--- config.mk ---
export PLATFORM = sky130hd
export DESIGN_NAME = pci_sideband_wake_control
export DESIGN_NICKNAME = d
export VERILOG_FILES = /design/src/sideband_pkg.sv /design/src/pin_sync.sv /design/src/pci_sideband_wake_control.sv
export SDC_FILE = /design/constraint.sdc
export NUM_CORES = 1
export LEC_CHECK = 0
export BUFFER_PORTS_ARGS = -buffer_cell sky130_fd_sc_hd__buf_2
export CORE_UTILIZATION = 40
export CTS_CLUSTER_DIAMETER = 100
export DETAILED_ROUTE_END_ITERATION = 8
export PLACE_DENSITY_LB_ADDON = 0.1
export SLEW_MARGIN = 20
export SYNTH_ARGS = -nofsm -noshare
export SYNTH_HDL_FRONTEND = slang
export SYNTH_SLANG_ARGS = --single-unit
--- constraint.sdc ---
create_clock -name clk_i -period 2.83 [get_ports clk_i]
set_input_delay 0.566 -clock clk_i [delete_from_list [all_inputs] [get_ports clk_i]]
set_output_delay 0.566 -clock clk_i [all_outputs]
set_load 0.005 [all_outputs]
--- src/sideband_pkg.sv ---
package sideband_pkg;

   // Bus clock and derived cycle counts
   localparam int CLK_FREQ_MHZ   = 100;
   localparam int WAKE_PULSE_NS  = 1000;
   localparam int WAKE_PULSE_CYC = (WAKE_PULSE_NS * CLK_FREQ_MHZ + 999) / 1000;
   localparam int WAKE_CNT_W     = 8;

   // Edges a grant needs to clear the pin synchroniser
   localparam int GNT_SETTLE_CYC = 2;

   // Power configuration word, field positions
   localparam int PWR_CFG_W      = 32;
   localparam int WAKE_EN_BIT    = 18;
   localparam int STYLE_SEL_BIT  = 17;

   // Values after reset
   localparam logic RST_OE       = 1'b0;
   localparam logic RST_PIN_N    = 1'b1;
   localparam logic RST_FLAG     = 1'b0;
   localparam logic [WAKE_CNT_W-1:0] RST_CNT = 8'h00;

   // Number of interrupt event sources
   localparam int IRQ_EVENTS     = 8;

   typedef struct packed
   {
      logic out_n;
      logic oe;
   } pin_drive_t;

   typedef enum logic [2:0]
   {
      ARB_IDLE = 3'b001,
      ARB_REQ  = 3'b010,
      ARB_OWN  = 3'b100
   } arb_state_t;

endpackage

--- src/pin_sync.sv ---
`timescale 1ns/1ps

module pin_sync
#(
   parameter int         W       = 1,
   parameter logic [W-1:0] RST_VAL = '0
)
(
   input  wire logic         clk_i,
   input  wire logic         nrst_i,
   input  wire logic [W-1:0] pin_i,
   output logic      [W-1:0] sync_o
);

   logic [W-1:0] meta_r;

   initial
   begin
      if (W < 1)
         $error("pin_sync: W must be at least 1");
   end

   always_ff @(posedge clk_i or negedge nrst_i)
   begin
      if (!nrst_i)
      begin
         meta_r <= RST_VAL;
         sync_o <= RST_VAL;
      end
      else
      begin
         meta_r <= pin_i;
         sync_o <= meta_r;
      end
   end

endmodule

--- src/pci_sideband_wake_control.sv ---
// Behaviour
// - Interrupt line pulled active while enabled event present
// - During reset all pin outputs float, open-drain released
// - Bus signals sampled on bus clock rising edge
// - Request asserted when bus mastership is wanted
// - Master transfer starts only after grant seen
// - Wake event pin is active-low open-drain
// - Wake mode entered when config bit 18 set
// - Wake mode: wake frame asserts event pin
// - Config bit 17 selects lan wake style
// - Open-drain pins only drive low or float
`timescale 1ns/1ps

module pci_sideband_wake_control
#(
   parameter int EVENTS     = sideband_pkg::IRQ_EVENTS,
   parameter int PULSE_CYC  = sideband_pkg::WAKE_PULSE_CYC
)
(
   input  wire logic                               clk_i,
   input  wire logic                               nrst_i,
   input  wire logic [EVENTS-1:0]                  irq_event_i,
   input  wire logic [EVENTS-1:0]                  irq_enable_i,
   output sideband_pkg::pin_drive_t                inta_o,
   input  wire logic                               master_want_i,
   input  wire logic                               master_done_i,
   input  wire logic                               gnt_n_i,
   output sideband_pkg::pin_drive_t                req_o,
   output logic                                    master_start_o,
   output logic                                    master_owned_o,
   input  wire logic [sideband_pkg::PWR_CFG_W-1:0] power_config_register_i,
   input  wire logic                               wake_frame_i,
   input  wire logic                               wake_clear_i,
   input  wire logic                               pme_n_i,
   output sideband_pkg::pin_drive_t                pme_o,
   output logic                                    pme_line_low_o,
   output logic                                    lan_wake_o
);

   import sideband_pkg::*;

   initial
   begin
      if (EVENTS < 1)
         $error("EVENTS must be at least 1");
      if (PULSE_CYC < 1 || PULSE_CYC > 255)
         $error("PULSE_CYC must lie in 1..255");
      if (GNT_SETTLE_CYC < 2 || GNT_SETTLE_CYC > 3)
         $error("GNT_SETTLE_CYC must lie in 2..3");
   end

   function automatic logic cfg_bit(input logic [PWR_CFG_W-1:0] cfg, input int idx);
      cfg_bit = cfg[idx];
   endfunction

   localparam logic [WAKE_CNT_W-1:0] PULSE_LOAD = PULSE_CYC[WAKE_CNT_W-1:0];
   localparam logic [1:0]            GNT_SETTLE = GNT_SETTLE_CYC[1:0];

   // Pin inputs pass two flops before any logic looks at them
   logic [1:0] pins_sync;

   pin_sync #(
      .W       (2),
      .RST_VAL ({RST_PIN_N, RST_PIN_N})
   ) u_pin_sync (
      .clk_i  (clk_i),
      .nrst_i (nrst_i),
      .pin_i  ({pme_n_i, gnt_n_i}),
      .sync_o (pins_sync)
   );

   wire logic gnt_seen = ~pins_sync[0];
   wire logic pme_low  = ~pins_sync[1];

   // Interrupt request
   wire logic irq_any = |(irq_event_i & irq_enable_i);
   pin_drive_t inta_r;
   pin_drive_t inta_nxt;

   always_comb
   begin
      inta_nxt.out_n = 1'b0;
      inta_nxt.oe    = irq_any;
   end

   // Bus request arbitration
   arb_state_t state_r;
   arb_state_t state_nxt;
   logic       start_r;
   logic       start_nxt;
   pin_drive_t req_r;
   pin_drive_t req_nxt;

   // A grant still in the synchroniser may belong to the last request
   logic [1:0] req_age_r;
   wire logic [1:0] req_age_nxt = (state_r != ARB_REQ) ? 2'h0 :
                                  (req_age_r == GNT_SETTLE) ? GNT_SETTLE : req_age_r + 2'h1;
   wire logic gnt_fresh = gnt_seen && (req_age_r == GNT_SETTLE);

   always_comb
   begin
      state_nxt = state_r;
      start_nxt = 1'b0;
      unique case (state_r)
         ARB_IDLE:
         begin
            if (master_want_i)
               state_nxt = ARB_REQ;
         end
         ARB_REQ:
         begin
            if (!master_want_i)
               state_nxt = ARB_IDLE;
            else if (gnt_fresh)
            begin
               state_nxt = ARB_OWN;
               start_nxt = 1'b1;
            end
         end
         ARB_OWN:
         begin
            if (master_done_i)
               state_nxt = ARB_IDLE;
         end
         default:
            state_nxt = ARB_IDLE;
      endcase
   end

   wire logic req_active = (state_nxt != ARB_IDLE) && !(state_nxt == ARB_OWN && master_done_i);

   always_comb
   begin
      req_nxt.out_n = ~req_active;
      req_nxt.oe    = 1'b1;
   end

   // Wake on LAN
   wire logic wake_mode  = cfg_bit(power_config_register_i, WAKE_EN_BIT);
   wire logic style_sel  = cfg_bit(power_config_register_i, STYLE_SEL_BIT);
   wire logic wake_hit   = wake_mode && wake_frame_i;
   logic       wake_pend_r;
   logic [WAKE_CNT_W-1:0] pulse_cnt_r;
   logic       lan_wake_r;
   pin_drive_t pme_r;

   // A wake arriving with the clear keeps the event pending
   wire logic wake_pend_nxt = wake_hit | (wake_pend_r & ~wake_clear_i);

   wire logic [WAKE_CNT_W-1:0] pulse_cnt_nxt =
      wake_hit ? PULSE_LOAD :
      (pulse_cnt_r != RST_CNT) ? pulse_cnt_r - 8'h01 : RST_CNT;

   // Style one is an active-high pulse, the other active-low
   wire logic lan_wake_nxt = (pulse_cnt_nxt != RST_CNT) ? style_sel : ~style_sel;

   wire pin_drive_t pme_nxt = '{out_n: 1'b0, oe: wake_pend_nxt};

   always_ff @(posedge clk_i or negedge nrst_i)
   begin
      if (!nrst_i)
      begin
         state_r     <= ARB_IDLE;
         start_r     <= 1'b0;
         inta_r      <= '{out_n: 1'b0, oe: RST_OE};
         req_r       <= '{out_n: RST_PIN_N, oe: RST_OE};
         pme_r       <= '{out_n: 1'b0, oe: RST_OE};
         wake_pend_r <= RST_FLAG;
         pulse_cnt_r <= RST_CNT;
         lan_wake_r  <= RST_FLAG;
      end
      else
      begin
         state_r     <= state_nxt;
         start_r     <= start_nxt;
         inta_r      <= inta_nxt;
         req_r       <= req_nxt;
         pme_r       <= pme_nxt;
         wake_pend_r <= wake_pend_nxt;
         pulse_cnt_r <= pulse_cnt_nxt;
         lan_wake_r  <= lan_wake_nxt;
      end
   end

   logic own_r;
   logic pme_low_r;

   always_ff @(posedge clk_i or negedge nrst_i)
   begin
      if (!nrst_i)
      begin
         own_r     <= 1'b0;
         pme_low_r <= 1'b0;
         req_age_r <= 2'h0;
      end
      else
      begin
         own_r     <= (state_nxt == ARB_OWN);
         pme_low_r <= pme_low;
         req_age_r <= req_age_nxt;
      end
   end

   assign inta_o         = inta_r;
   assign req_o          = req_r;
   assign pme_o          = pme_r;
   assign master_start_o = start_r;
   assign master_owned_o = own_r;
   assign pme_line_low_o = pme_low_r;
   assign lan_wake_o     = lan_wake_r;
endmodule

==> run summary, run 1 <==
setup repair after global routing missed its margin -> false
number of different library cells in the post-synthesis netlist -> 35
global routing met1 resource utilization -> 0.1772
worst vdd rail ir drop -> 0.3407 mV
power density of the placed cells -> 641.1 nW/um^2
post-layout util -> 0.4924
Critical Path AT -> 2.34 ns
minimum setup slack among reg-to-reg paths -> 0.73 ns
synthesized flop and latch total -> 25
sort of element at the end of the critical path -> flop
setup repair bufs after CTS -> 0
f_max -> 477.0 MHz
total via count after detailed routing -> 841
total wirelength of the detailed-routed design -> 1.884 mm
TritonCTS buffer count -> 3
worst slew pin tran -> 0.5295 ns
most common flop cell mapped by yosys -> dfrtp_1
WP data required -> 3.08 ns
post-cts resize count -> 0
portion of total power attributed to the clock network -> 0.184
static leakage -> 0.6526 nW
net switching fraction of the power -> 0.3202
core area -> 2734 sq um
die area -> 3080 sq um
number of inserted diodes -> 0
detailed placement HPWL -> 1.428 mm
share of async-settable or async-resettable flops after synthesis -> 1.000
reg2reg path depth -> 5
result of the run -> finished, final reports clean
GRT Overall Usage -> 0.1385
antenna-violating nets left -> 0
Hold Worst Slack -> 0.2015 ns
leading cell type in the layout, fill and taps excluded -> buf_2
vias in the first global route -> 807
number of hold buffers added after CTS -> 0
Bufs on Longest Clock Path -> 2
clock tree from TritonCTS -> built
Hold Crit Class -> input pin to async pin
routability-driven placement congestion ratio -> 0.8344
insertion delay to the later sink of the worst-skew pair -> 0.32 ns
count of endpoints failing setup in the final report -> 0
largest net degree at the start of global routing -> 26
fraction of met2 tracks used by global routing -> 0.2203
placed inst area -> 1319 sq um
routed len/inst -> 11.15 um
average vias per placed instance -> 4.976
sequential standard cell area -> 633.1 sq um
initial standard-cell utilization of the core -> 0.4188
Seq pwr share -> 0.555
number of fillers in the final layout -> 267
most used cells in the layout excluding fill and tap cells -> buf_2, dfrtp_1, nor2_1, nand2_1
area of the multi-input gates -> 459.2 sq um
total DRC errors in the routed layout -> 0
clock sink total -> 25
violation count after the first detailed-route iteration -> 15
count of maximum capacitance violations -> 0
category of the critical setup timing path -> flop to flop
worst r2r dst -> lan_wake_o$_DFF_PN0_
die span in x -> 55.50 um
synthesized instance count -> 104
Avg Cell Area, Syn -> 11.01 sq um
Clock H-tree levels -> 1
part of the cycle the worst path needs -> 0.7408
layout overhead on the synthesized area -> 17.60%
share of power burned in combinational logic -> 0.261
Internal Power -> 586.8 uW
proportion of synthesized chip area in sequential cells -> 0.5530
Clk Tree Root Cell -> clkbuf_4
num ports -> 66
Most Used Layer, Global Route -> met2
switching power -> 276.4 uW
fin crit period -> 2.097 ns
Layout Nets -> 199
YS warnings -> 0
Critical Path Source Type -> flop
beginning of the worst register-to-register path -> pulse_cnt_r[2]$_DFF_PN0_
clk slew on worst S/H paths -> 0.14 ns
wire length of the first global-routing pass -> 3.353 mm
clock skew -> 0.007248 ns
antenna violations before repair -> 0
grt met3 use -> 0.02810
number of endpoints with negative hold slack in the final report -> 0
number of enable flip-flop cells after synthesis -> 0
FP Rows -> 19
maximum fanout along the worst path -> 7
total congestion overflow -> 0
pins over their slew limit -> 0
drt pass-1 iters -> 3
fin area -> 1346 sq um
worst rel slew slack -> 0.6470
final-layout setup total negative slack -> 0 ns
timing startpoint of the critical path -> pulse_cnt_r[2]$_DFF_PN0_
quantity of I/O buffers inserted on ports -> 33
fraction of final layout cells with drive strength greater than 1 -> 0.3551
die height -> 55.50 um
synthesized cell area -> 1145 sq um
## power by group through the flow
stage               Sequential [mW]  Combinational (mW)  Clock [mW]
floorplan                     0.465               0.196           0
global placement              0.485               0.223           0
detailed placement            0.485               0.229           0
CTS                           0.479               0.230       0.172
global route                  0.488               0.263       0.182
finish                        0.479               0.226       0.159
## synth_stat cells, drive strengths merged (2+ instances only)
master / count / share of area
or4: 2 / 0.016
o21a: 2 / 0.013
conb: 2 / 0.0066
nand2: 9 / 0.030
xor2: 3 / 0.023
dfstp: 6 / 0.14
nor2: 9 / 0.030
a21oi: 3 / 0.013
a22oi: 4 / 0.026
buf: 4 / 0.030
ha: 4 / 0.044
o21ai: 2 / 0.0087
or2: 3 / 0.016
and2: 2 / 0.011
nor4: 2 / 0.011
nor2b: 4 / 0.022
nor3b: 4 / 0.026
inv: 6 / 0.020
dfrtp: 19 / 0.42
## layer usage
metal,share of wire,vias to the layer above
met5,0,-
met4,0.0096,0
met3,0.059,2
met2,0.47,29
met1,0.46,392
li1,-,418
## worst max path at each step
stage | to | slack (ns) | cells past startpoint
final | lan_wake_o$_DFF_PN0_ | 0.73 | 5
after global routing | lan_wake_o$_DFF_PN0_ | 0.57 | 5
after CTS | lan_wake_o$_DFF_PN0_ | 0.71 | 5
after detailed placement | lan_wake_o$_DFF_PN0_ | 0.73 | 5
after global placement | lan_wake_o$_DFF_PN0_ | 0.73 | 5
after floorplan | lan_wake_o$_DFF_PN0_ | 0.81 | 6
## worst max-delay path, cell delays in order (launching register included)
cell and delay [ns]:
dfrtp_1 0.47, or3_4 0.40, or4_4 0.49, mux2i_2 0.17, nor4_1 0.34, xor2_1 0.17
## cell families after synthesis
family                   share of synthesized area
adder cells (fa/ha/maj)                    0.04372
multiplexers                               0.01202
flip-flops                                  0.5530
AO/OA/AOI/OAI                              0.09945
XOR/XNOR                                   0.03061
other                                     0.006560
buffers and inverters                      0.04918
AND/OR/NAND/NOR                             0.2055
## final cells by class
cell class / count / area share
Multi-Input combinational cell: 70 / 0.3411
Sequential cell: 25 / 0.4703
Timing Repair Buffer: 33 / 0.1227
Tap cell: 31 / 0.02881
Clock buffer: 3 / 0.01673
Inverter: 6 / 0.01673
Clock inverter: 1 / 0.003717
## per-stage QoR
stage                     instances  power [mW]  setup WS (ns)
final                           169      0.8631         0.7334
after global routing            169      0.9330         0.5660
after CTS                       169      0.8804         0.7065
after detailed placement        165      0.7137         0.7267
after global placement          165      0.7076         0.7269
after floorplan                 105      0.6613         0.8143
## flip-flops by register name, summed over array words and instances (netlist names), 2 cells and up
signal,count
pulse_cnt_r,8
req_age_r,2
req_o,2
state_r,3
u_pin_sync.meta_r,2
u_pin_sync.sync_o,2
No activity file was read; power rests on OpenSTA's default activity.
==> run 2, diff against run 1 <==
Settings changed: CORE_UTILIZATION 40 to 38.
Clock period 2.83 ns to 1.85 ns, I/O delays scaled along.
==> run 2 against run 1 <==
  * The run now ends with design-rule violations, negative setup slack left
  * Routed wire length is 0.74% higher
  * First-iteration DRC count unchanged
  * Non-clock buffer count up 7
  * Die area up 5.1%
  * Critical path type unchanged
  * Largest cell class unchanged
  * Highest routed layer unchanged
==> run summary, run 2 (synthesis results as in run 1) <==
most used cells in the layout excluding fill and tap cells -> buf_2, dfrtp_1, nor2_1, nand2_1, buf_4
largest registers -> pulse_cnt_r (8), state_r (3)
fraction of met2 tracks used by global routing -> 0.2218
antenna-violating nets left -> 0
power density of the placed cells -> 998.5 nW/um^2
worst rel slew slack -> 0.6484
vias in the first global route -> 769
total congestion overflow -> 0
leading cell type in the layout, fill and taps excluded -> buf_2
Top reg by flops -> pulse_cnt_r
GRT Overall Usage -> 0.1307
family with the most delay on the worst path -> simple AND/OR/NAND/NOR gates
Most Used Layer, Global Route -> met2
routability-driven placement congestion ratio -> 0.8172
worst slew pin tran -> 0.5274 ns
total via count after detailed routing -> 841
largest net degree at the start of global routing -> 26
die height -> 56.89 um
sort of element at the end of the critical path -> flop
Critical-path top delay cell -> or4_4
max reg flops -> 8
Critical Path Source Type -> flop
highest cell delay on the worst timing path -> 0.43 ns
clock sink total -> 25
minimum setup slack among reg-to-reg paths -> -0.009 ns
Clk Tree Root Cell -> clkbuf_4
part of the cycle the worst path needs -> 1.005
number of endpoints with negative hold slack in the final report -> 0
total wirelength of the detailed-routed design -> 1.898 mm
category of the critical setup timing path -> flop to flop
final-layout setup total negative slack -> -0.008759 ns
worst r2r dst -> lan_wake_o$_DFF_PN0_
initial standard-cell utilization of the core -> 0.4081
total DRC errors in the routed layout -> 4
FP Rows -> 19
Hold Crit Class -> input pin to async pin
dpl cells -> 172
count of endpoints failing setup in the final report -> 1
worst path bufs/invs -> 0
die area -> 3236 sq um
static leakage -> 0.6867 nW
layout overhead on the synthesized area -> 23.06%
fraction of final layout cells with drive strength greater than 1 -> 0.3931
Clock H-tree levels -> 1
fin crit period -> 1.859 ns
pre-CTS setup slack -> 0.003229 ns
Cell Chain, Critical Path -> or3_4 > or4_4 > mux2i_2 > nor4_2 > xor2_1
pins over their slew limit -> 0
sequential standard cell area -> 633.1 sq um
insertion delay to the later sink of the worst-skew pair -> 0.31 ns
clock tree from TritonCTS -> built
beginning of the worst register-to-register path -> pulse_cnt_r[4]$_DFF_PN0_
TritonCTS buffer count -> 3
routed len/inst -> 10.78 um
f_max -> 538.0 MHz
die span in x -> 56.89 um
num ports -> 66
number of fillers in the final layout -> 265
antenna violations before repair -> 0
global routing met1 resource utilization -> 0.1608
violated checks -> design-rule violations, negative setup slack
area of the multi-input gates -> 470.5 sq um
maximum fanout along the worst path -> 3
number of cells on the critical path -> 5
WP data required -> 2.10 ns
Bufs on Longest Clock Path -> 2
average vias per placed instance -> 4.778
core area -> 2805 sq um
quantity of I/O buffers inserted on ports -> 33
count of maximum capacitance violations -> 0
worst vdd rail ir drop -> 0.5391 mV
clk slew on worst S/H paths -> 0.13 ns
clock skew -> 0.007527 ns
Critical Path AT -> 2.10 ns
fin area -> 1409 sq um
number of inserted diodes -> 0
drt pass-1 iters -> 6
setup repair after global routing missed its margin -> true
grt met3 use -> 0.04147
Layout Nets -> 206
violation count after the first detailed-route iteration -> 15
placed inst area -> 1378 sq um
min setup slack post-route -> -0.008759 ns
Layout Cells excl Fill -> 176
wire length of the first global-routing pass -> 3.243 mm
detailed placement HPWL -> 1.463 mm
reg2reg path depth -> 5
result of the run -> complete, but fails checks
## run 2: cell count changes in the layout (fill, tap and decap cells not counted), sizes merged
| cell | delta |
|---|---|
| clkbuf | +1 |
| clkinv | -1 |
| buf | +7 |
## run 2: per-layer routing
metal,share of wire,up-vias
met1,0.47,379
met2,0.45,31
met4,0.010,0
met3,0.063,2
li1,-,429
met5,0,-
## run 2: area by class of cell
cell class                      instances  share of cell area
Sequential cell                        25              0.4494
Multi-Input combinational cell         70              0.3339
Timing Repair Buffer                   40              0.1545
Tap cell                               31             0.02753
Clock buffer                            4             0.01865
Inverter                                6             0.01599
## run 2: timing repair
action / in CTS / in global routing
buffers inserted: 0 / 0
setup endpoints to repair: 1 / 1
gates cloned: 0 / 0
resized for setup: 0 / 1
hold buffers: 0 / 0
## run 2: how the worst max path moves through the flow
stage / slack, ns / to / startpoint
2_1_floorplan: -0.03 / lan_wake_o$_DFF_PN0_ / pulse_cnt_r[2]$_DFF_PN0_
3_3_place_gp: 0.01 / lan_wake_o$_DFF_PN0_ / pulse_cnt_r[4]$_DFF_PN0_
3_5_place_dp: 0.003 / lan_wake_o$_DFF_PN0_ / pulse_cnt_r[4]$_DFF_PN0_
4_1_cts: -0.02 / lan_wake_o$_DFF_PN0_ / pulse_cnt_r[4]$_DFF_PN0_
5_1_grt: -0.12 / lan_wake_o$_DFF_PN0_ / pulse_cnt_r[2]$_DFF_PN0_
6_report: -0.009 / lan_wake_o$_DFF_PN0_ / pulse_cnt_r[4]$_DFF_PN0_
## run 2: where the power goes
group	switching, mW	total, mW	internal, mW
clock	0.149	0.233	0.0841
sequential	0.0525	0.691	0.639
combinational	0.233	0.482	0.249
total	0.435	1.41	0.972
## run 2: through the flow
stage                     total power [mW]  hold slack (ns)    util
after floorplan                      1.016          0.07441       -
after detailed placement             1.185           0.3478  0.4911
after global routing                 1.521          0.03430  0.5022
after CTS                            1.424          0.03701  0.5004
final                                1.407          0.01664  0.5022
after global placement               1.173           0.3473  0.4911
==> run 3, diff against run 2 <==
Settings changed: ABC_AREA set to 1, CORE_UTILIZATION 38 to 40, CTS_CLUSTER_DIAMETER 100 to unset, SYNTH_HIERARCHICAL set to 1.
==> run 3 against run 2 <==
  * The run now ends clean
  * Cell count grew 12%
  * Die area grew 3.1%
  * Fmax grew 18%
  * Via count grew 11%
  * Routed wire length grew 7.6%
  * Critical path depth grew 6
  * Combinational power grew 32%
  * Clock power grew 9.0%
  * Largest cell class unchanged
==> run summary, run 3 <==
Critical Path AT -> 1.80 ns
Cell Chain, Critical Path -> inv_1 > ha_1 > nand2_1 > nor2_4 > nor2_2 > nand2_1 > nand3_2 > nor2_2 > nand2_1 > nand2_1 > nand2_1
global routing met1 resource utilization -> 0.1676
synthesized flop and latch total -> 25
count of maximum capacitance violations -> 0
fraction of met2 tracks used by global routing -> 0.2625
Layout Nets -> 227
Hold Crit Class -> input pin to async pin
leading cell types by count after synthesis -> inv_1, dfrtp_1, nand2_1
clk slew on worst S/H paths -> 0.14 ns
fraction of final layout cells with drive strength greater than 1 -> 0.4096
Top reg by flops -> pulse_cnt_r
FP Rows -> 19
largest registers -> pulse_cnt_r (8), state_r (3)
vias in the first global route -> 921
worst slew pin tran -> 0.5407 ns
Bufs on Longest Clock Path -> 2
total wirelength of the detailed-routed design -> 2.042 mm
WP data required -> 2.08 ns
category of the critical setup timing path -> flop to flop
YS warnings -> 6
cell type with the largest total area after synthesis -> dfrtp_1
proportion of synthesized chip area in sequential cells -> 0.5091
initial standard-cell utilization of the core -> 0.4360
quantity of I/O buffers inserted on ports -> 33
routability-driven placement congestion ratio -> 0.7796
insertion delay to the later sink of the worst-skew pair -> 0.32 ns
area of the multi-input gates -> 494.2 sq um
grt met3 use -> 0.03348
library cell with the highest instance count after synthesis -> inv_1
family with the most delay on the worst path -> simple AND/OR/NAND/NOR gates
Clock H-tree levels -> 1
top-area cell type share of the netlist area -> 0.3823
Clk Tree Root Cell -> clkbuf_4
final-layout setup total negative slack -> 0 ns
drt pass-1 iters -> 2
number of enable flip-flop cells after synthesis -> 0
biggest area contributors in the synthesized netlist -> dfrtp_1, dfstp_2, inv_1
number of hold buffers added after CTS -> 0
fin crit period -> 1.570 ns
GRT Overall Usage -> 0.1437
result of the run -> finished, final reports clean
die height -> 57.76 um
Avg Cell Area, Syn -> 9.494 sq um
part of the cycle the worst path needs -> 0.8488
fin area -> 1460 sq um
Critical-path top delay cell -> dfrtp_1
power density of the placed cells -> 1148 nW/um^2
placed inst area -> 1429 sq um
wire length of the first global-routing pass -> 3.684 mm
synthesized cell area -> 1244 sq um
max reg flops -> 8
total via count after detailed routing -> 937
average vias per placed instance -> 4.756
largest net degree at the start of global routing -> 26
share of async-settable or async-resettable flops after synthesis -> 1.000
synthesized instance count -> 131
pins over their slew limit -> 0
Critical Path Source Type -> flop
routed len/inst -> 10.37 um
num ports -> 66
post-cts resize count -> 0
setup repair after global routing missed its margin -> false
antenna violations before repair -> 0
antenna-violating nets left -> 0
number of different library cells in the post-synthesis netlist -> 30
clock sink total -> 25
most used cells in the layout excluding fill and tap cells -> buf_2, inv_1, nand2_1, dfrtp_1, nor2_1
setup repair bufs after CTS -> 0
layout overhead on the synthesized area -> 17.40%
TritonCTS buffer count -> 3
worst rel slew slack -> 0.6395
static leakage -> 0.7962 nW
Most Used Layer, Global Route -> met2
f_max -> 636.8 MHz
die area -> 3336 sq um
number of endpoints with negative hold slack in the final report -> 0
worst vdd rail ir drop -> 0.6033 mV
sequential standard cell area -> 633.1 sq um
number of inserted diodes -> 0
sort of element at the end of the critical path -> flop
Most Frequent Cell on Critical Path -> nand2_1
die span in x -> 57.76 um
highest cell delay on the worst timing path -> 0.41 ns
clock skew -> 0.005570 ns
leading cell type in the layout, fill and taps excluded -> buf_2
number of fillers in the final layout -> 293
violation count after the first detailed-route iteration -> 31
count of endpoints failing setup in the final report -> 0
worst path bufs/invs -> 1
total DRC errors in the routed layout -> 0
most common flop cell mapped by yosys -> dfrtp_1
total congestion overflow -> 0
core area -> 2853 sq um
detailed placement HPWL -> 1.726 mm
clock tree from TritonCTS -> built
maximum fanout along the worst path -> 4
run 3: cell count changes in the layout (fill, tap and decap cells not counted), moves of 4 or more:
cell     previous run  this run
nor2b_1             4         0
nand2_1             9        19
nor2_4              0         5
a22oi_1             4         0
inv_1               6        23
buf_4               7         0
nor2_2              0         5
nand2_2             0         5
run 3: metal layers:
| metal | part of all wire | wire, um |
|---|---|---|
| met1 | 0.42 | 866 |
| met3 | 0.053 | 109 |
| met2 | 0.51 | 1051 |
| met5 | 0 | 0 |
| met4 | 0.0073 | 15 |
run 3: area by class of cell:
cell class / instances / area share
sequential: 25 / 0.4336
multi-input combinational: 78 / 0.3385
timing repair buffer: 33 / 0.1131
inverter: 26 / 0.06684
tap: 31 / 0.02656
clock buffer: 3 / 0.01542
clock inverter: 1 / 0.005998
run 3: stage by stage:
| stage | utilization | std cells | total power, mW | hold slack [ns] | worst slack [ns] |
|---|---|---|---|---|---|
| 6_report | 0.5118 | 197 | 1.676 | 0.007053 | 0.2796 |
| 5_1_grt | 0.5118 | 197 | 1.814 | 0.01795 | 0.1247 |
| 4_1_cts | 0.5118 | 197 | 1.710 | 0.01122 | 0.2578 |
| 3_5_place_dp | 0.5009 | 193 | 1.445 | 0.3500 | 0.2868 |
| 3_3_place_gp | 0.5009 | 193 | 1.418 | 0.3467 | 0.3497 |
| 2_1_floorplan | - | 132 | 1.287 | 0.07441 | 0.4589 |
run 3: worst paths after layout:
path / startpoint / endpoint / slack [ns] / cells past startpoint
setup / recovery: pulse_cnt_r[0]$_DFF_PN0_ / lan_wake_o$_DFF_PN0_ / 0.28 / 11
hold / removal: nrst_i / req_age_r[0]$_DFF_PN0_ / 0.007 / 1
setup reg to reg: pulse_cnt_r[0]$_DFF_PN0_ / lan_wake_o$_DFF_PN0_ / 0.28 / 11
hold reg to reg: u_pin_sync/meta_r[0]$_DFF_PN1_ / u_pin_sync/sync_o[0]$_DFF_PN1_ / 0.37 / 0
max in group asynchronous: nrst_i / u_pin_sync/sync_o[1]$_DFF_PN1_ / 1.47 / 1
min in group clk_i: pme_n_i / u_pin_sync/meta_r[1]$_DFF_PN1_ / 0.13 / 1
run 3: worst register-to-register path: cells and delay by family (launching register included):
| kind | cells | cell delay (ns) |
|---|---|---|
| simple gates | 9 | 0.76 |
| flops | 1 | 0.41 |
| buf+inv | 1 | 0.14 |
| fa+ha+maj | 1 | 0.18 |
run 3: cell families after synthesis:
group	count (synthesis)	synth area share
other cells	2	0.006038
fa+ha+maj	4	0.04024
xor+xnor	2	0.01409
simple gates	58	0.2676
buf+inv	29	0.09658
compound gates	11	0.06641
flops	25	0.5091
run 3: power breakdown:
group	internal, mW	switching, mW
sequential	0.687	0.101
clock	0.0879	0.166
combinational	0.248	0.386
total	1.02	0.653
